File: src/verilog/ecl_pkg.sv
// constants for the reset-time configuration loader
package ecl_pkg;
  // eeprom image layout
  localparam logic [7:0] ECL_VALID_PATTERN = 8'hA5;
  localparam logic [7:0] ECL_ADDR_VALID = 8'h00;
  localparam logic [7:0] ECL_ADDR_MAC_FIRST = 8'h01;
  localparam logic [7:0] ECL_ADDR_MAC_LAST = 8'h06;
  localparam logic [7:0] ECL_ADDR_STRAP_FLAG = 8'h07;
  localparam logic [7:0] ECL_ADDR_STRAP_LAST = 8'h0B;
  localparam logic [7:0] ECL_ADDR_BURST_FLAG = 8'h0C;
  // register addresses reachable by the loader
  localparam logic [9:0] ECL_CSR_MIN_ADDR = 10'h100;
  localparam logic [9:0] ECL_PHY_DATA_ADDR = 10'h0A4;
  localparam logic [9:0] ECL_PHY_ACCESS_ADDR = 10'h0A8;
  localparam logic [9:0] ECL_HOST_ADDR_LOW = 10'h108;
  localparam logic [9:0] ECL_HOST_ADDR_HIGH = 10'h10C;
  localparam logic [9:0] ECL_FABRIC_ADDR_LOW = 10'h110;
  localparam logic [9:0] ECL_FABRIC_ADDR_HIGH = 10'h114;
  // phy register numbers and fixed bits
  localparam logic [4:0] ECL_PHY_REG_CTRL = 5'h00;
  localparam logic [4:0] ECL_PHY_REG_ADV = 5'h04;
  localparam logic [4:0] ECL_PHY_REG_MODES = 5'h12;
  localparam int ECL_CTRL_RESTART_BIT = 9;
  localparam int ECL_ACCESS_WRITE_BIT = 1;
  localparam int ECL_ACCESS_BUSY_BIT = 0;
  // strap byte field positions
  localparam int ECL_STRAP_AUTONEG = 0;
  localparam int ECL_STRAP_DUPLEX = 1;
  localparam int ECL_STRAP_SPEED = 2;
  localparam int ECL_STRAP_FDPAUSE = 6;
  localparam int ECL_STRAP_HEARTBEAT = 4;
  // reset value of strap store before any load
  localparam logic [31:0] ECL_STRAP_RESET = 32'hFF00_0707;
  // states
  typedef enum logic [7:0] {
    ECL_IDLE = 8'h01,
    ECL_READ = 8'h02,
    ECL_WAITRD = 8'h04,
    ECL_CSR = 8'h08,
    ECL_PHY = 8'h10,
    ECL_PHYWAIT = 8'h20,
    ECL_DONE = 8'h40,
    ECL_WAIT = 8'h80
  } ecl_state_t;
endpackage

File: src/verilog/ecl_phy_word.sv
// builds the three synchronised phy register words from one port's straps
`timescale 1ns/1ps
module ecl_phy_word
  import ecl_pkg::*;
(
  // strap byte of the port
  input wire logic [7:0] i_strap,
  // selection 0 advert, 1 special modes, 2 basic control
  input wire logic [1:0] i_sel,
  // result
  output logic [4:0] o_reg_num,
  output logic [15:0] o_word
);
  // whole words, any bits software changed earlier are replaced (see RQ18)
  wire [15:0] adv_word = {5'h00, i_strap[ECL_STRAP_FDPAUSE], 5'h03, 5'h01};
  wire [15:0] modes_word = {8'h00, 1'b0, i_strap[ECL_STRAP_AUTONEG],
    i_strap[ECL_STRAP_SPEED], i_strap[ECL_STRAP_DUPLEX], 4'h1};
  // restart negotiation so the new advert takes effect (see RQ17)
  wire [15:0] ctrl_word = {2'b00, i_strap[ECL_STRAP_SPEED], i_strap[ECL_STRAP_AUTONEG],
    2'b00, 1'b1, i_strap[ECL_STRAP_DUPLEX], 8'h00};
  assign o_reg_num = (i_sel == 2'd0) ? ECL_PHY_REG_ADV :
    (i_sel == 2'd1) ? ECL_PHY_REG_MODES : ECL_PHY_REG_CTRL;
  assign o_word = (i_sel == 2'd0) ? adv_word : (i_sel == 2'd1) ? modes_word : ctrl_word;
endmodule

File: src/verilog/ecl_loader.sv
// reset-time configuration loader: eeprom image into csrs, straps and phys
//
// Behaviour
// (RQ1) writes only csrs 100h up, plus A4/A8
// (RQ2) full run on pin, por, digital reset, rerun
// (RQ3) soft reset reloads host mac only
// (RQ4) busy set and ready cleared while active
// (RQ5) host makes no writes while not ready
// (RQ6) byte 0 not A5: sync phys, finish
// (RQ7) further bytes read in ascending order
// (RQ8) mac bytes go to host and fabric
// (RQ9) bytes 1-4 low word, 5-6 high
// (RQ10) byte 12 burst flag, 13 count; reads stop at byte 12 and the count stays 00h
// (RQ11) soft reset in wait rereads bytes 0-6
// (RQ12) soft reload leaves fabric mac untouched
// (RQ13) byte 7 A5 loads straps 8-11
// (RQ14) bad strap flag: read, discard, still sync
// (RQ15) strap byte fields as documented layout
// (RQ16) every run writes three phy regs each port; soft reloads write none
// (RQ17) basic control write restarts negotiation
// (RQ18) phy registers written as whole words
// (RQ19) no burst flag: finish, wait, clear busy
// (RQ20) ready set again on finish
`timescale 1ns/1ps
module ecl_loader
  import ecl_pkg::*;
#(
  parameter int PORTS = 2
)(
  // clock and reset
  input wire logic i_sys_clk,
  input wire logic i_rst_n,
  // start requests (pulses from same-clock logic)
  input wire logic i_full_start,
  input wire logic i_soft_start,
  // eeprom controller byte reads
  output logic o_ee_rd_req,
  output logic [7:0] o_ee_addr,
  input wire logic i_ee_rd_done,
  input wire logic [7:0] i_ee_rd_data,
  // register access mux writes
  output logic o_csr_wr,
  output logic [9:0] o_csr_addr,
  output logic [31:0] o_csr_data,
  input wire logic i_csr_done,
  input wire logic i_phy_busy,
  // status
  output logic o_busy,
  output logic o_ready,
  output logic o_burst_valid,
  output logic [7:0] o_burst_count,
  // strap outputs
  output logic [31:0] o_straps
);
  // ------------------------------------------------------------
  // state and storage
  // ------------------------------------------------------------
  ecl_state_t state_reg, state_next;
  logic [7:0] addr_reg;
  logic soft_reg;
  logic strap_ok_reg;
  logic [47:0] mac_reg;
  logic [31:0] strap_reg;
  logic [31:0] strap_tmp_reg;
  logic [2:0] csr_idx_reg;
  logic [2:0] phy_idx_reg;
  logic phy_phase_reg;
  logic [7:0] bcount_reg;
  logic bvalid_reg;
  logic wr_wait_reg;

  // ------------------------------------------------------------
  // decode
  // ------------------------------------------------------------
  wire start_full = i_full_start;
  // soft reload only honoured in the wait state (see RQ11)
  wire start_soft = i_soft_start && (state_reg == ECL_WAIT) && !i_full_start;
  wire byte_valid = (i_ee_rd_data == ECL_VALID_PATTERN);
  wire last_mac = (addr_reg == ECL_ADDR_MAC_LAST);
  // soft runs stop after the mac, full runs continue to the burst flag (see RQ3)
  wire last_byte = soft_reg ? last_mac : (addr_reg == ECL_ADDR_BURST_FLAG);
  // soft reload writes only the two host words (see RQ12)
  wire [2:0] csr_last = soft_reg ? 3'd1 : 3'd3;
  wire port_sel = (phy_idx_reg >= 3'd3);
  logic [4:0] phy_reg_num;
  logic [15:0] phy_word;
  ecl_phy_word u_word (
    .i_strap(port_sel ? strap_reg[15:8] : strap_reg[7:0]),
    .i_sel(phy_idx_reg >= 3'd3 ? 2'(phy_idx_reg - 3'd3) : phy_idx_reg[1:0]),
    .o_reg_num(phy_reg_num),
    .o_word(phy_word)
  );
  wire [4:0] phy_addr = port_sel ? 5'd2 : 5'd1;
  // host words at 108/10C, fabric words at 110/114, all above 100h (see RQ1)
  wire [9:0] csr_addr_sel = (csr_idx_reg == 3'd0) ? ECL_HOST_ADDR_LOW :
    (csr_idx_reg == 3'd1) ? ECL_HOST_ADDR_HIGH :
    (csr_idx_reg == 3'd2) ? ECL_FABRIC_ADDR_LOW : ECL_FABRIC_ADDR_HIGH;
  // byte 1 lands in bits 7:0 of the low word (see RQ9)
  wire [31:0] csr_data_sel = csr_idx_reg[0] ? {16'h0000, mac_reg[47:32]} : mac_reg[31:0];

  // ------------------------------------------------------------
  // next state
  // ------------------------------------------------------------
  always_comb begin
    state_next = state_reg;
    case (state_reg)
      ECL_IDLE: state_next = ECL_READ;
      ECL_READ: state_next = ECL_WAITRD;
      ECL_WAITRD: begin
        if (i_ee_rd_done) begin
          if (addr_reg == ECL_ADDR_VALID && !byte_valid) begin
            state_next = soft_reg ? ECL_DONE : ECL_PHY; // see RQ6
          end else if (last_byte) begin
            state_next = ECL_CSR;
          end else begin
            state_next = ECL_READ; // see RQ7
          end
        end
      end
      ECL_CSR: begin
        if (i_csr_done && csr_idx_reg == csr_last) begin
          state_next = soft_reg ? ECL_DONE : ECL_PHY;
        end
      end
      ECL_PHY: begin
        // stall here while the phy management port is busy, else no write is issued
        if (!i_phy_busy) begin
          state_next = ECL_PHYWAIT;
        end
      end
      ECL_PHYWAIT: begin
        if (i_csr_done && phy_phase_reg && phy_idx_reg == 3'(3 * PORTS - 1)) begin
          state_next = ECL_DONE;
        end else if (i_csr_done) begin
          state_next = ECL_PHY;
        end
      end
      ECL_DONE: state_next = ECL_WAIT;
      ECL_WAIT: state_next = ECL_WAIT;
      default: state_next = ECL_IDLE;
    endcase
    // full run restarts from any state (see RQ2)
    if (start_full) begin
      state_next = ECL_READ;
    end else if (start_soft) begin
      state_next = ECL_READ;
    end
  end

  // ------------------------------------------------------------
  // sequencing registers
  // ------------------------------------------------------------
  always_ff @(posedge i_sys_clk or negedge i_rst_n) begin
    if (!i_rst_n) begin
      state_reg <= ECL_IDLE;
      soft_reg <= 1'b0;
      addr_reg <= ECL_ADDR_VALID;
    end else begin
      state_reg <= state_next;
      if (start_full || start_soft) begin
        soft_reg <= start_soft; // see RQ3
        addr_reg <= ECL_ADDR_VALID;
      end else if (state_reg == ECL_WAITRD && i_ee_rd_done && !last_byte) begin
        addr_reg <= addr_reg + 8'h01; // see RQ7
      end
    end
  end

  // ------------------------------------------------------------
  // captured image data
  // ------------------------------------------------------------
  wire rd_hit = (state_reg == ECL_WAITRD) && i_ee_rd_done;
  wire [2:0] mac_slot = 3'(addr_reg - ECL_ADDR_MAC_FIRST);
  wire [1:0] strap_slot = 2'(addr_reg - 8'h08);
  always_ff @(posedge i_sys_clk or negedge i_rst_n) begin
    if (!i_rst_n) begin
      mac_reg <= 48'h0;
      strap_ok_reg <= 1'b0;
      strap_tmp_reg <= 32'h0;
      bvalid_reg <= 1'b0;
      bcount_reg <= 8'h00;
    end else if (rd_hit) begin
      if (addr_reg >= ECL_ADDR_MAC_FIRST && addr_reg <= ECL_ADDR_MAC_LAST) begin
        mac_reg[8 * mac_slot +: 8] <= i_ee_rd_data; // see RQ9
      end
      if (addr_reg == ECL_ADDR_STRAP_FLAG) begin
        strap_ok_reg <= byte_valid; // see RQ13
      end
      if (addr_reg > ECL_ADDR_STRAP_FLAG && addr_reg <= ECL_ADDR_STRAP_LAST) begin
        strap_tmp_reg[8 * strap_slot +: 8] <= i_ee_rd_data; // see RQ14
      end
      if (addr_reg == ECL_ADDR_BURST_FLAG) begin
        bvalid_reg <= byte_valid; // see RQ10
        bcount_reg <= 8'h00;
      end
    end
  end

  // ------------------------------------------------------------
  // strap store, written only when the strap flag was valid
  // ------------------------------------------------------------
  wire strap_commit = (state_reg == ECL_CSR) && !soft_reg && strap_ok_reg
    && csr_idx_reg == 3'd0;
  always_ff @(posedge i_sys_clk or negedge i_rst_n) begin
    if (!i_rst_n) begin
      strap_reg <= ECL_STRAP_RESET;
    end else if (strap_commit) begin
      strap_reg <= strap_tmp_reg; // see RQ13 RQ15
    end
  end

  // ------------------------------------------------------------
  // write counters
  // ------------------------------------------------------------
  always_ff @(posedge i_sys_clk or negedge i_rst_n) begin
    if (!i_rst_n) begin
      csr_idx_reg <= 3'd0;
      phy_idx_reg <= 3'd0;
      phy_phase_reg <= 1'b0;
    end else if (start_full || start_soft) begin
      csr_idx_reg <= 3'd0;
      phy_idx_reg <= 3'd0;
      phy_phase_reg <= 1'b0;
    end else begin
      if (state_reg == ECL_CSR && i_csr_done) begin
        csr_idx_reg <= csr_idx_reg + 3'd1;
      end
      // data word then access word per phy register (see RQ16)
      if (state_reg == ECL_PHYWAIT && i_csr_done) begin
        phy_phase_reg <= !phy_phase_reg;
        if (phy_phase_reg) begin
          phy_idx_reg <= phy_idx_reg + 3'd1;
        end
      end
    end
  end

  // ------------------------------------------------------------
  // outputs, all registered
  // ------------------------------------------------------------
  // wait for the phy management port to idle before touching it
  wire phy_go = (state_reg == ECL_PHY) && !i_phy_busy;
  // one write in flight; a strobe before the done would repeat the same word
  wire csr_go = (state_reg == ECL_CSR) && !wr_wait_reg;
  wire [31:0] access_word = {16'h0000, phy_addr, phy_reg_num, 4'h0,
    1'b1, 1'b0} | (32'h1 << ECL_ACCESS_WRITE_BIT);
  // write outstanding from strobe until the mux answers with done (see RQ16)
  always_ff @(posedge i_sys_clk or negedge i_rst_n) begin
    if (!i_rst_n) begin
      wr_wait_reg <= 1'b0;
    end else begin
      wr_wait_reg <= (wr_wait_reg || csr_go || phy_go) && !i_csr_done;
    end
  end
  always_ff @(posedge i_sys_clk or negedge i_rst_n) begin
    if (!i_rst_n) begin
      o_ee_rd_req <= 1'b0;
      o_ee_addr <= 8'h00;
      o_csr_wr <= 1'b0;
      o_csr_addr <= 10'h000;
      o_csr_data <= 32'h0;
      o_busy <= 1'b0;
      o_ready <= 1'b0;
      o_burst_valid <= 1'b0;
      o_burst_count <= 8'h00;
      o_straps <= ECL_STRAP_RESET;
    end else begin
      o_ee_rd_req <= (state_reg == ECL_READ);
      o_ee_addr <= addr_reg;
      o_csr_wr <= csr_go || (phy_go && !o_csr_wr);
      if (csr_go) begin
        o_csr_addr <= csr_addr_sel; // see RQ8 RQ1
        o_csr_data <= csr_data_sel;
      end else if (phy_go) begin
        o_csr_addr <= phy_phase_reg ? ECL_PHY_ACCESS_ADDR : ECL_PHY_DATA_ADDR; // see RQ1
        o_csr_data <= phy_phase_reg ? access_word : {16'h0000, phy_word}; // see RQ18
      end
      // busy from start until done; ready is its inverse except in reset, where both are low (see RQ4 RQ19 RQ20)
      o_busy <= (state_next != ECL_WAIT);
      o_ready <= (state_next == ECL_WAIT);
      o_burst_valid <= bvalid_reg;
      o_burst_count <= bcount_reg;
      o_straps <= strap_reg;
    end
  end

  // ------------------------------------------------------------
  // checks
  // ------------------------------------------------------------
  busy_ready_a: assert property (@(posedge i_sys_clk) disable iff (!i_rst_n) // see RQ4
    $past(i_rst_n) |-> o_busy != o_ready) else $error("busy and ready agree");
  wr_single_a: assert property (@(posedge i_sys_clk) disable iff (!i_rst_n) // see RQ16
    (wr_wait_reg && !i_csr_done) |=> !o_csr_wr) else $error("write strobe before done");
  csr_range_a: assert property (@(posedge i_sys_clk) disable iff (!i_rst_n) // see RQ1
    o_csr_wr |-> (o_csr_addr >= ECL_CSR_MIN_ADDR || o_csr_addr == ECL_PHY_DATA_ADDR
      || o_csr_addr == ECL_PHY_ACCESS_ADDR)) else $error("write outside window");
  start_busy_a: assert property (@(posedge i_sys_clk) disable iff (!i_rst_n) // see RQ2
    i_full_start |=> o_busy) else $error("start did not raise busy");
  soft_fabric_a: assert property (@(posedge i_sys_clk) disable iff (!i_rst_n) // see RQ12
    (o_csr_wr && soft_reg) |-> o_csr_addr < ECL_FABRIC_ADDR_LOW)
    else $error("fabric written by soft reload");
  rd_order_a: assert property (@(posedge i_sys_clk) disable iff (!i_rst_n) // see RQ7
    (rd_hit && !last_byte && !start_full && !start_soft) |=> addr_reg == $past(addr_reg) + 8'h01)
    else $error("eeprom address not ascending");
  restart_a: assert property (@(posedge i_sys_clk) disable iff (!i_rst_n) // see RQ17
    (o_csr_wr && o_csr_addr == ECL_PHY_DATA_ADDR && $past(phy_reg_num) == ECL_PHY_REG_CTRL)
    |-> o_csr_data[ECL_CTRL_RESTART_BIT]) else $error("restart bit missing");
  invalid_done_a: assert property (@(posedge i_sys_clk) disable iff (!i_rst_n) // see RQ6
    (rd_hit && addr_reg == ECL_ADDR_VALID && !byte_valid && !soft_reg && !start_full)
    |=> state_reg == ECL_PHY) else $error("bad flag did not go to phy sync");
  strap_keep_a: assert property (@(posedge i_sys_clk) disable iff (!i_rst_n) // see RQ14
    (!strap_ok_reg && !start_full) |=> $stable(o_straps)) else $error("straps changed");
  full_run_c: cover property (@(posedge i_sys_clk) disable iff (!i_rst_n)
    state_reg == ECL_PHYWAIT ##1 state_reg == ECL_DONE);
  soft_run_c: cover property (@(posedge i_sys_clk) disable iff (!i_rst_n) start_soft);
  strap_load_c: cover property (@(posedge i_sys_clk) disable iff (!i_rst_n) strap_commit);
  phy_stall_c: cover property (@(posedge i_sys_clk) disable iff (!i_rst_n)
    state_reg == ECL_PHY && i_phy_busy);
endmodule

File: config.mk
export PLATFORM = sky130hd
export DESIGN_NAME = ecl_loader
export DESIGN_NICKNAME = d
export VERILOG_FILES = /design/src/verilog/ecl_pkg.sv /design/src/verilog/ecl_phy_word.sv /design/src/verilog/ecl_loader.sv
export SDC_FILE = /design/constraint.sdc
export NUM_CORES = 1
export LEC_CHECK = 0
export ABC_AREA = 1
export BUFFER_PORTS_ARGS = -buffer_cell sky130_fd_sc_hd__buf_2
export CORE_MARGIN = 5
export CORE_UTILIZATION = 30
export DETAILED_ROUTE_END_ITERATION = 12
export GPL_ROUTABILITY_DRIVEN = 0
export SYNTH_ARGS = -nofsm -noshare
export SYNTH_HDL_FRONTEND = slang
export SYNTH_SLANG_ARGS = --single-unit
File: constraint.sdc
create_clock -name i_sys_clk -period 4.8 [get_ports i_sys_clk]
set_input_delay 0.24 -clock i_sys_clk [delete_from_list [all_inputs] [get_ports i_sys_clk]]
set_output_delay 0.24 -clock i_sys_clk [all_outputs]
set_load 0.1 [all_outputs]
# ---- Word-level counts from Yosys, hierarchy flattened
# Cells that the tools add are included.
dict set report totals {
  regBits 226
  out_inout_bits 95
  elab_cells 144
  input_bits 15
}
dict set report classes {
  eq_ne 19
  order_cmp 5
  n_mux 41
  n_shift 4
  addsub 8
  n_reduce_logical 46
}
# operator n
set ops {}
lappend ops {{32-bit 2-to-1 mux} 3}
lappend ops {{8-bit 2-to-1 mux} 9}
lappend ops {{8-bit case mux with 7 select lines} 1}
lappend ops {{48-bit bitwise mux} 1}
lappend ops {{8-bit by 34-bit variable shift with 48-bit output (first input constant)} 1}
lappend ops {{8-bit by 34-bit indexed part select with 48-bit output} 1}
lappend ops {{5-bit negator with 34-bit output} 1}
lappend ops {{6-bit negator with 34-bit output} 1}
lappend ops {{8-bit by 34-bit variable shift with 32-bit output (first input constant)} 1}
lappend ops {{8-bit by 34-bit indexed part select with 32-bit output} 1}
lappend ops {{32-bit bitwise mux} 1}
lappend ops {{16-bit 2-to-1 mux} 2}
lappend ops {{8-bit by 3-bit == test with 1-bit output (second input constant)} 3}
lappend ops {{8-bit == test (second input constant)} 3}
lappend ops {{7-bit 2-to-1 mux} 3}
lappend ops {{10-bit 2-to-1 mux} 2}
lappend ops {{5-bit 2-to-1 mux} 4}
lappend ops {{1-bit logical AND} 19}
lappend ops {{3-bit 2-to-1 mux} 6}
lappend ops {{8-bit by 4-bit == test with 1-bit output (second input constant)} 2}
lappend ops {{14-bit 2-to-1 mux} 1}
lappend ops {{2-bit AND reduction} 5}
lappend ops {{2-bit nonzero test} 5}
lappend ops {{1-bit logical NOT} 9}
lappend ops {{other kinds (29)} 38}

# ---- Longest topological paths before layout
dict set report logic_depth {
  word_depth 9
  ltp_mapped 12
  depth_no_buf 12
}

# ---- Modules after synthesis
# A second synthesis with hierarchy kept.
dict set report hier_totals {
  hier_cells 1214
  area_unflattened_um2 10219.8
}
# module cells_each area_per_inst_um2 n_inst
set modules_own_cells {}
lappend modules_own_cells {ecl_loader 1182 10059.6 1}
lappend modules_own_cells {ecl_phy_word 32 160.2 1}

# ---- Worst setup path before layout
# OpenSTA, ideal clock, no wires.
dict set report synth_path {
  path_type {register to register}
  start {register addr_reg[0]}
  end {register mac_reg[10]}
  arrival_time_ns 2.572
  stages_incl_launch_ff 11
  path_slack_ns 2.110
  period_less_slack_ns 2.690
  n_path_buf 1
  path_cell_list {dfrtp_1 > clkinv_1 > ha_1 > xnor2_2 > ha_1 > buf_2 > inv_2 > nor3_4 > nand3_2 > nand2_1 > nand2_1}
}
dict set report synth_between {
  elab_chain_cells 4
  word_cells_on_any_way 9
}
# element line_no
set synth_rtl {}
lappend synth_rtl {{start: declaration} ecl_loader.sv:59} ;# logic [7:0] addr_reg;
lappend synth_rtl {{start signal: assignment} ecl_loader.sv:164} ;# addr_reg <= addr_reg + 8'h01;
lappend synth_rtl {{3-bit by 1-bit subtractor with 3-bit output} ecl_loader.sv:173} ;# wire [2:0] mac_slot = 3'(addr_reg - ECL_ADDR_MAC_FIRST);
lappend synth_rtl {{6-bit negator with 34-bit output} ecl_loader.sv:184} ;# mac_reg[8 * mac_slot +: 8] <= i_ee_rd_data;
lappend synth_rtl {{8-bit by 34-bit indexed part select with 48-bit output / 8-bit by 34-bit variable shift with 48-bit output (equally long branches)} ecl_loader.sv:184}
lappend synth_rtl {{48-bit bitwise mux} ecl_loader.sv:184}
lappend synth_rtl {{end signal: indexed assignment} ecl_loader.sv:184}
lappend synth_rtl {{end: declaration} ecl_loader.sv:62} ;# logic [47:0] mac_reg;
# Parallel ways exist; a longest one is shown, timed or not.
# A chain may end at the register's enable or synchronous reset.

# ---- Final worst setup path
dict set report layout_path {
  start {register addr_reg[0]}
  end {register mac_reg[9]}
}
# Same word-level chain as after synthesis.

==> flow_results.org <==
** Status
- Result of the run :: finished, final reports clean

** Yosys
- Area share of the largest cell type after synthesis :: 0.480
- Mux contribution to synthesized area :: 0.00100
- dfrtp_1 takes more of the synthesized area than any other cell.
- A synthesized cell averages between 8 and 9 um2.
- After synthesis, the share of flip-flops with an asynchronous set or reset is 1.00.
- Counting flops with a built-in enable in the synthesized netlist gives 0.
- For this run, the number of Yosys warnings is 0.
- Gate Count Post-Synth :: 1,129
- In this run, distinct cell masters in the synthesized netlist total 41.
- Most common flop cell mapped by yosys :: dfrtp_1
- Adder and majority gate portion of the synthesized area :: 0.0187
- Simple-gate area share of the yosys netlist :: 0.262
- Share of synthesized area occupied by flip-flops and latches :: 0.556
- Of the total synthesized cell area, the portion taken by XOR and XNOR cells is 0.00687.
- After synthesis, the cell types taking the most area are dfrtp_1 (48%), nand2_1 (13%), dfstp_2 (7.6%).
- Post-synthesis instance area :: 10,000 um2
- The synthesized-area fraction occupied by ao, oa, aoi and oai cells came to 0.0821.
- By area, the combinational part of the netlist is dominated by simple AND/OR/NAND/NOR gates.
- Counting flops and latches in the post-synthesis netlist gives about 220.

** STA
- Fmax :: 0.306 GHz
- Final critical-path required period :: 3.27 ns
- Rel. slew slack :: 0.223
- Actual transition at the worst max-transition pin :: 1.16 ns
- In the finished design, the share of the clock period the worst path needs comes to 0.681.
- Setup TNS :: 0 ns
- Setup repair after global routing left no endpoint under its margin.
- Setup violations remaining at the end of the flow were counted as 0.
- Final hold violations :: 0
- Post-route clock skew :: 0.00973 ns
- The number of pins with negative max-slew slack in the final report was 0.

** Clocking
- In this run the number of H-tree levels came out at 1.
- Total setup buffers inserted after CTS :: 0
- Clock Path Buffers :: 3
- Cell at the root of the clock tree :: clkbuf_16
- Counting the buffers created by CTS gives 26.
- For this design, the sink count on the clock tree is 221.
- After clock tree synthesis, the clock-pin slew on the worst setup and hold paths is 0.06 ns.
- At the later pin of the worst-skew pair, clock insertion delay measures 0.52 ns.
- TritonCTS built the clock tree.

** Die
- The die covers 37,100 um2.
- Effective utilization at floorplan :: 0.301
- Measured along the y axis, the die boundary spans slightly below 200 um.
- Die Span X :: 193 um
- Number of cell rows :: 67
- Number of placed I/O pins :: 110
- The total area inside the core boundary comes to approximately 33,000 um2.

** Placed design
- Placed wire-length estimate after detailed placement :: 18.0 mm
- After detailed placement, the design holds a cell count of 1,637.
- Input and output buffers added on the ports amount to 97.
- Summing all placed instances gives a cell area of between 10,000 and 15,000 um2.

** Worst hold path
- Min-Delay Path Class :: input port to register

** Drt
- Average detailed-routed wire length per instance :: 14.9 um
- Detailed routing inserted a total of roughly 7,600 vias.
- Vias per Instance :: roughly 4.5
- For this block, the routed nets add up to ~25 mm of wire.
- Number of DRC violations after detailed-routing iteration 0 :: a little under 500
- The first TritonRoute pass finished after 5 iterations.
- The detail route stage leaves a number of antenna-violating nets equal to 0.
- Drt drc :: 0

** Critical path
- Endpoint required time on the critical path :: 5.20 ns
- The critical path is of the register to register type.
- Maximum fanout count along the critical path :: 13
- Data arrives at the worst endpoint at roughly 3.7 ns.
- The worst setup path is captured at a register.
- STA classifies the critical path startpoint as a register.

** Finish
- The register with the most flip-flops in the layout has 48 of them.
- Post-synthesis to final-layout area growth :: 17.1%
- In the final layout, the multi-input gates occupy ~3800 um2.
- Layout cells sized above 1 :: 0.202
- Fin cells :: 1,686
- Number of inserted filler cells in the final layout :: about 3,500
- At the end of the flow the core is filled with cells to 0.352.
- # nets final :: 1,250
- Final non-filler cell area :: 11,700 um2
- Total area of sequential cells :: 5570 um2
- Antenna fix cells :: 0

** Global route
- GRT Overall Usage :: 0.136
- The first global-routing pass estimated 40.8 mm of wire.
- The number of antenna violations at the first check in global routing is 4.
- Overflow left after global routing :: 0
- Via count of the first global-routing pass :: 7,553
- Maximum number of pins on one net before global-route repair :: 132

** Power
- The share of total power dissipated in sequential elements is 0.436.
- The internal power of the cells totals 3190 uW.
- For this design the total switching power over the nets is approximately 1200 uW.
- Total power per unit cell area :: 376 nW/um2
- Part of the power in the clock network :: 0.449
- VDD IR max :: 0.214 mV
- Summing internal, switching and leakage power gives roughly 4400 uW.
- Logic pwr share :: 0.114
- For this design the static power due to leakage is 0.00559 uW.
- Of the total power, the share spent switching nets is 0.277.

** Run
- Across the run, the number of max-cap violations was 0.
[routing by layer]
layer	track usage	up-vias	share of wire
li1	-	3757	-
met1	0.196	3618	0.48
met2	0.209	148	0.44
met3	0.0302	45	0.056
met4	0.0304	8	0.020
met5	0	-	0.0019
[power by group through the flow]
stage	combinational, uW	sequential, uW	clock, uW
floorplan	141	2210	0
global placement	506	1960	0
detailed placement	508	1960	0
CTS	511	1930	2040
global route	537	1930	2130
finish	505	1930	1980
[cell usage after synthesis (3+ instances only)]
cell type,n
dfstp_2,29
nand4_1,23
a21oi_1,12
nand3b_1,5
o31ai_1,4
ha_1,15
dfrtp_1,192
o21ai_1,81
nor3_1,12
nand2_1,334
a31oi_1,3
o211ai_1,6
inv_1,94
inv_2,12
nor2_1,104
or2_2,8
o21ai_0,11
nor3_4,3
nor3_2,3
nand3_1,61
clkbuf_1,14
nand3_4,5
nor2_2,7
buf_6,4
nand2_2,5
buf_4,22
o21ai_2,22
nor2_4,5
nand3_2,4
buf_2,11
clkinv_1,3
xor2_1,6
[worst max-delay path, cell delays in order (launching register included)]
cell	delay (ns)
dfrtp_1	0.58
clkinv_1	0.40
ha_1	0.37
xnor2_2	0.16
ha_1	0.63
inv_2	0.20
nor3_4	0.38
nand3_2	0.24
nand2_1	0.12
nand2_1	0.06
[area by class of cell]
class	instances	share of cell area
Timing Repair Buffer	103	0.0467
Multi-Input combinational cell	759	0.321
Clock buffer	37	0.0659
Inverter	109	0.0349
Clock inverter	9	0.00928
Sequential cell	221	0.475
Tap cell	448	0.0478
[worst paths after layout]
path                       cells after the start     startpoint             end  slack (ns)
setup / recovery                               9    addr_reg[0]      mac_reg[9]        1.53
hold / removal                                 4   i_ee_rd_done    state_reg[4]        0.06
setup reg to reg                               9    addr_reg[0]      mac_reg[9]        1.53
hold reg to reg                                0  strap_reg[27]    o_straps[27]        0.36
max in group asynchronous                      3        i_rst_n  phy_idx_reg[0]        3.16
min in group asynchronous                      2        i_rst_n    o_straps[11]        0.44
[cells in the final DEF (no fill, tap or decap), types with 2 or more instances in the layout]
cell | netlist | routed
nand3_2 | 4 | 4
dfrtp_1 | 192 | 192
clkbuf_1 | 14 | 4
o21ai_0 | 11 | 11
nand2_1 | 334 | 334
nand2_2 | 5 | 5
clkbuf_16 | 0 | 27
nor2_4 | 5 | 5
xor2_1 | 6 | 6
inv_2 | 12 | 12
clkbuf_8 | 0 | 6
nand3_4 | 5 | 5
nor3_2 | 3 | 3
nand4_1 | 23 | 23
dlygate4sd3_1 | 0 | 3
or2_2 | 8 | 8
o211ai_1 | 6 | 6
nor2_1 | 104 | 103
clkinv_1 | 3 | 3
a21oi_1 | 12 | 12
bufinv_16 | 0 | 2
nor3_4 | 3 | 3
nand3_1 | 61 | 61
clkinv_4 | 0 | 3
nand3b_1 | 5 | 5
o21ai_1 | 81 | 81
ha_1 | 15 | 15
nor3_1 | 12 | 12
inv_1 | 94 | 94
nor2_2 | 7 | 8
o31ai_1 | 4 | 4
o21ai_2 | 22 | 22
conb_1 | 1 | 12
buf_2 | 11 | 96
a31oi_1 | 3 | 3
clkinv_2 | 0 | 3
buf_4 | 22 | 3
dfstp_2 | 29 | 29
[cells by family (layout without fill, tap and decap cells)]
kind of cell / Yosys count / count (layout)
mux: 1 / 1
buf+inv: 160 / 258
compound gates: 141 / 141
fa+ha+maj: 15 / 15
other cells: 1 / 12
simple gates: 583 / 583
flops: 221 / 221
xor+xnor: 7 / 7
[stage by stage]
stage	worst slack, ns	hold slack [ns]
2_1_floorplan	2.11	-0.0556
3_3_place_gp	1.79	0.357
3_5_place_dp	1.62	0.358
4_1_cts	1.60	0.0429
5_1_grt	1.25	0.0725
6_report	1.53	0.0593
[repair_timing]
item / 4_1_cts / 5_1_grt
resized for setup: 0 / 0
hold buffers: 3 / 0
endpoints found under the setup margin: 0 / 0
hold endpoints to repair: 108 / 0
Note: power is estimated with default switching activity, not from simulation.
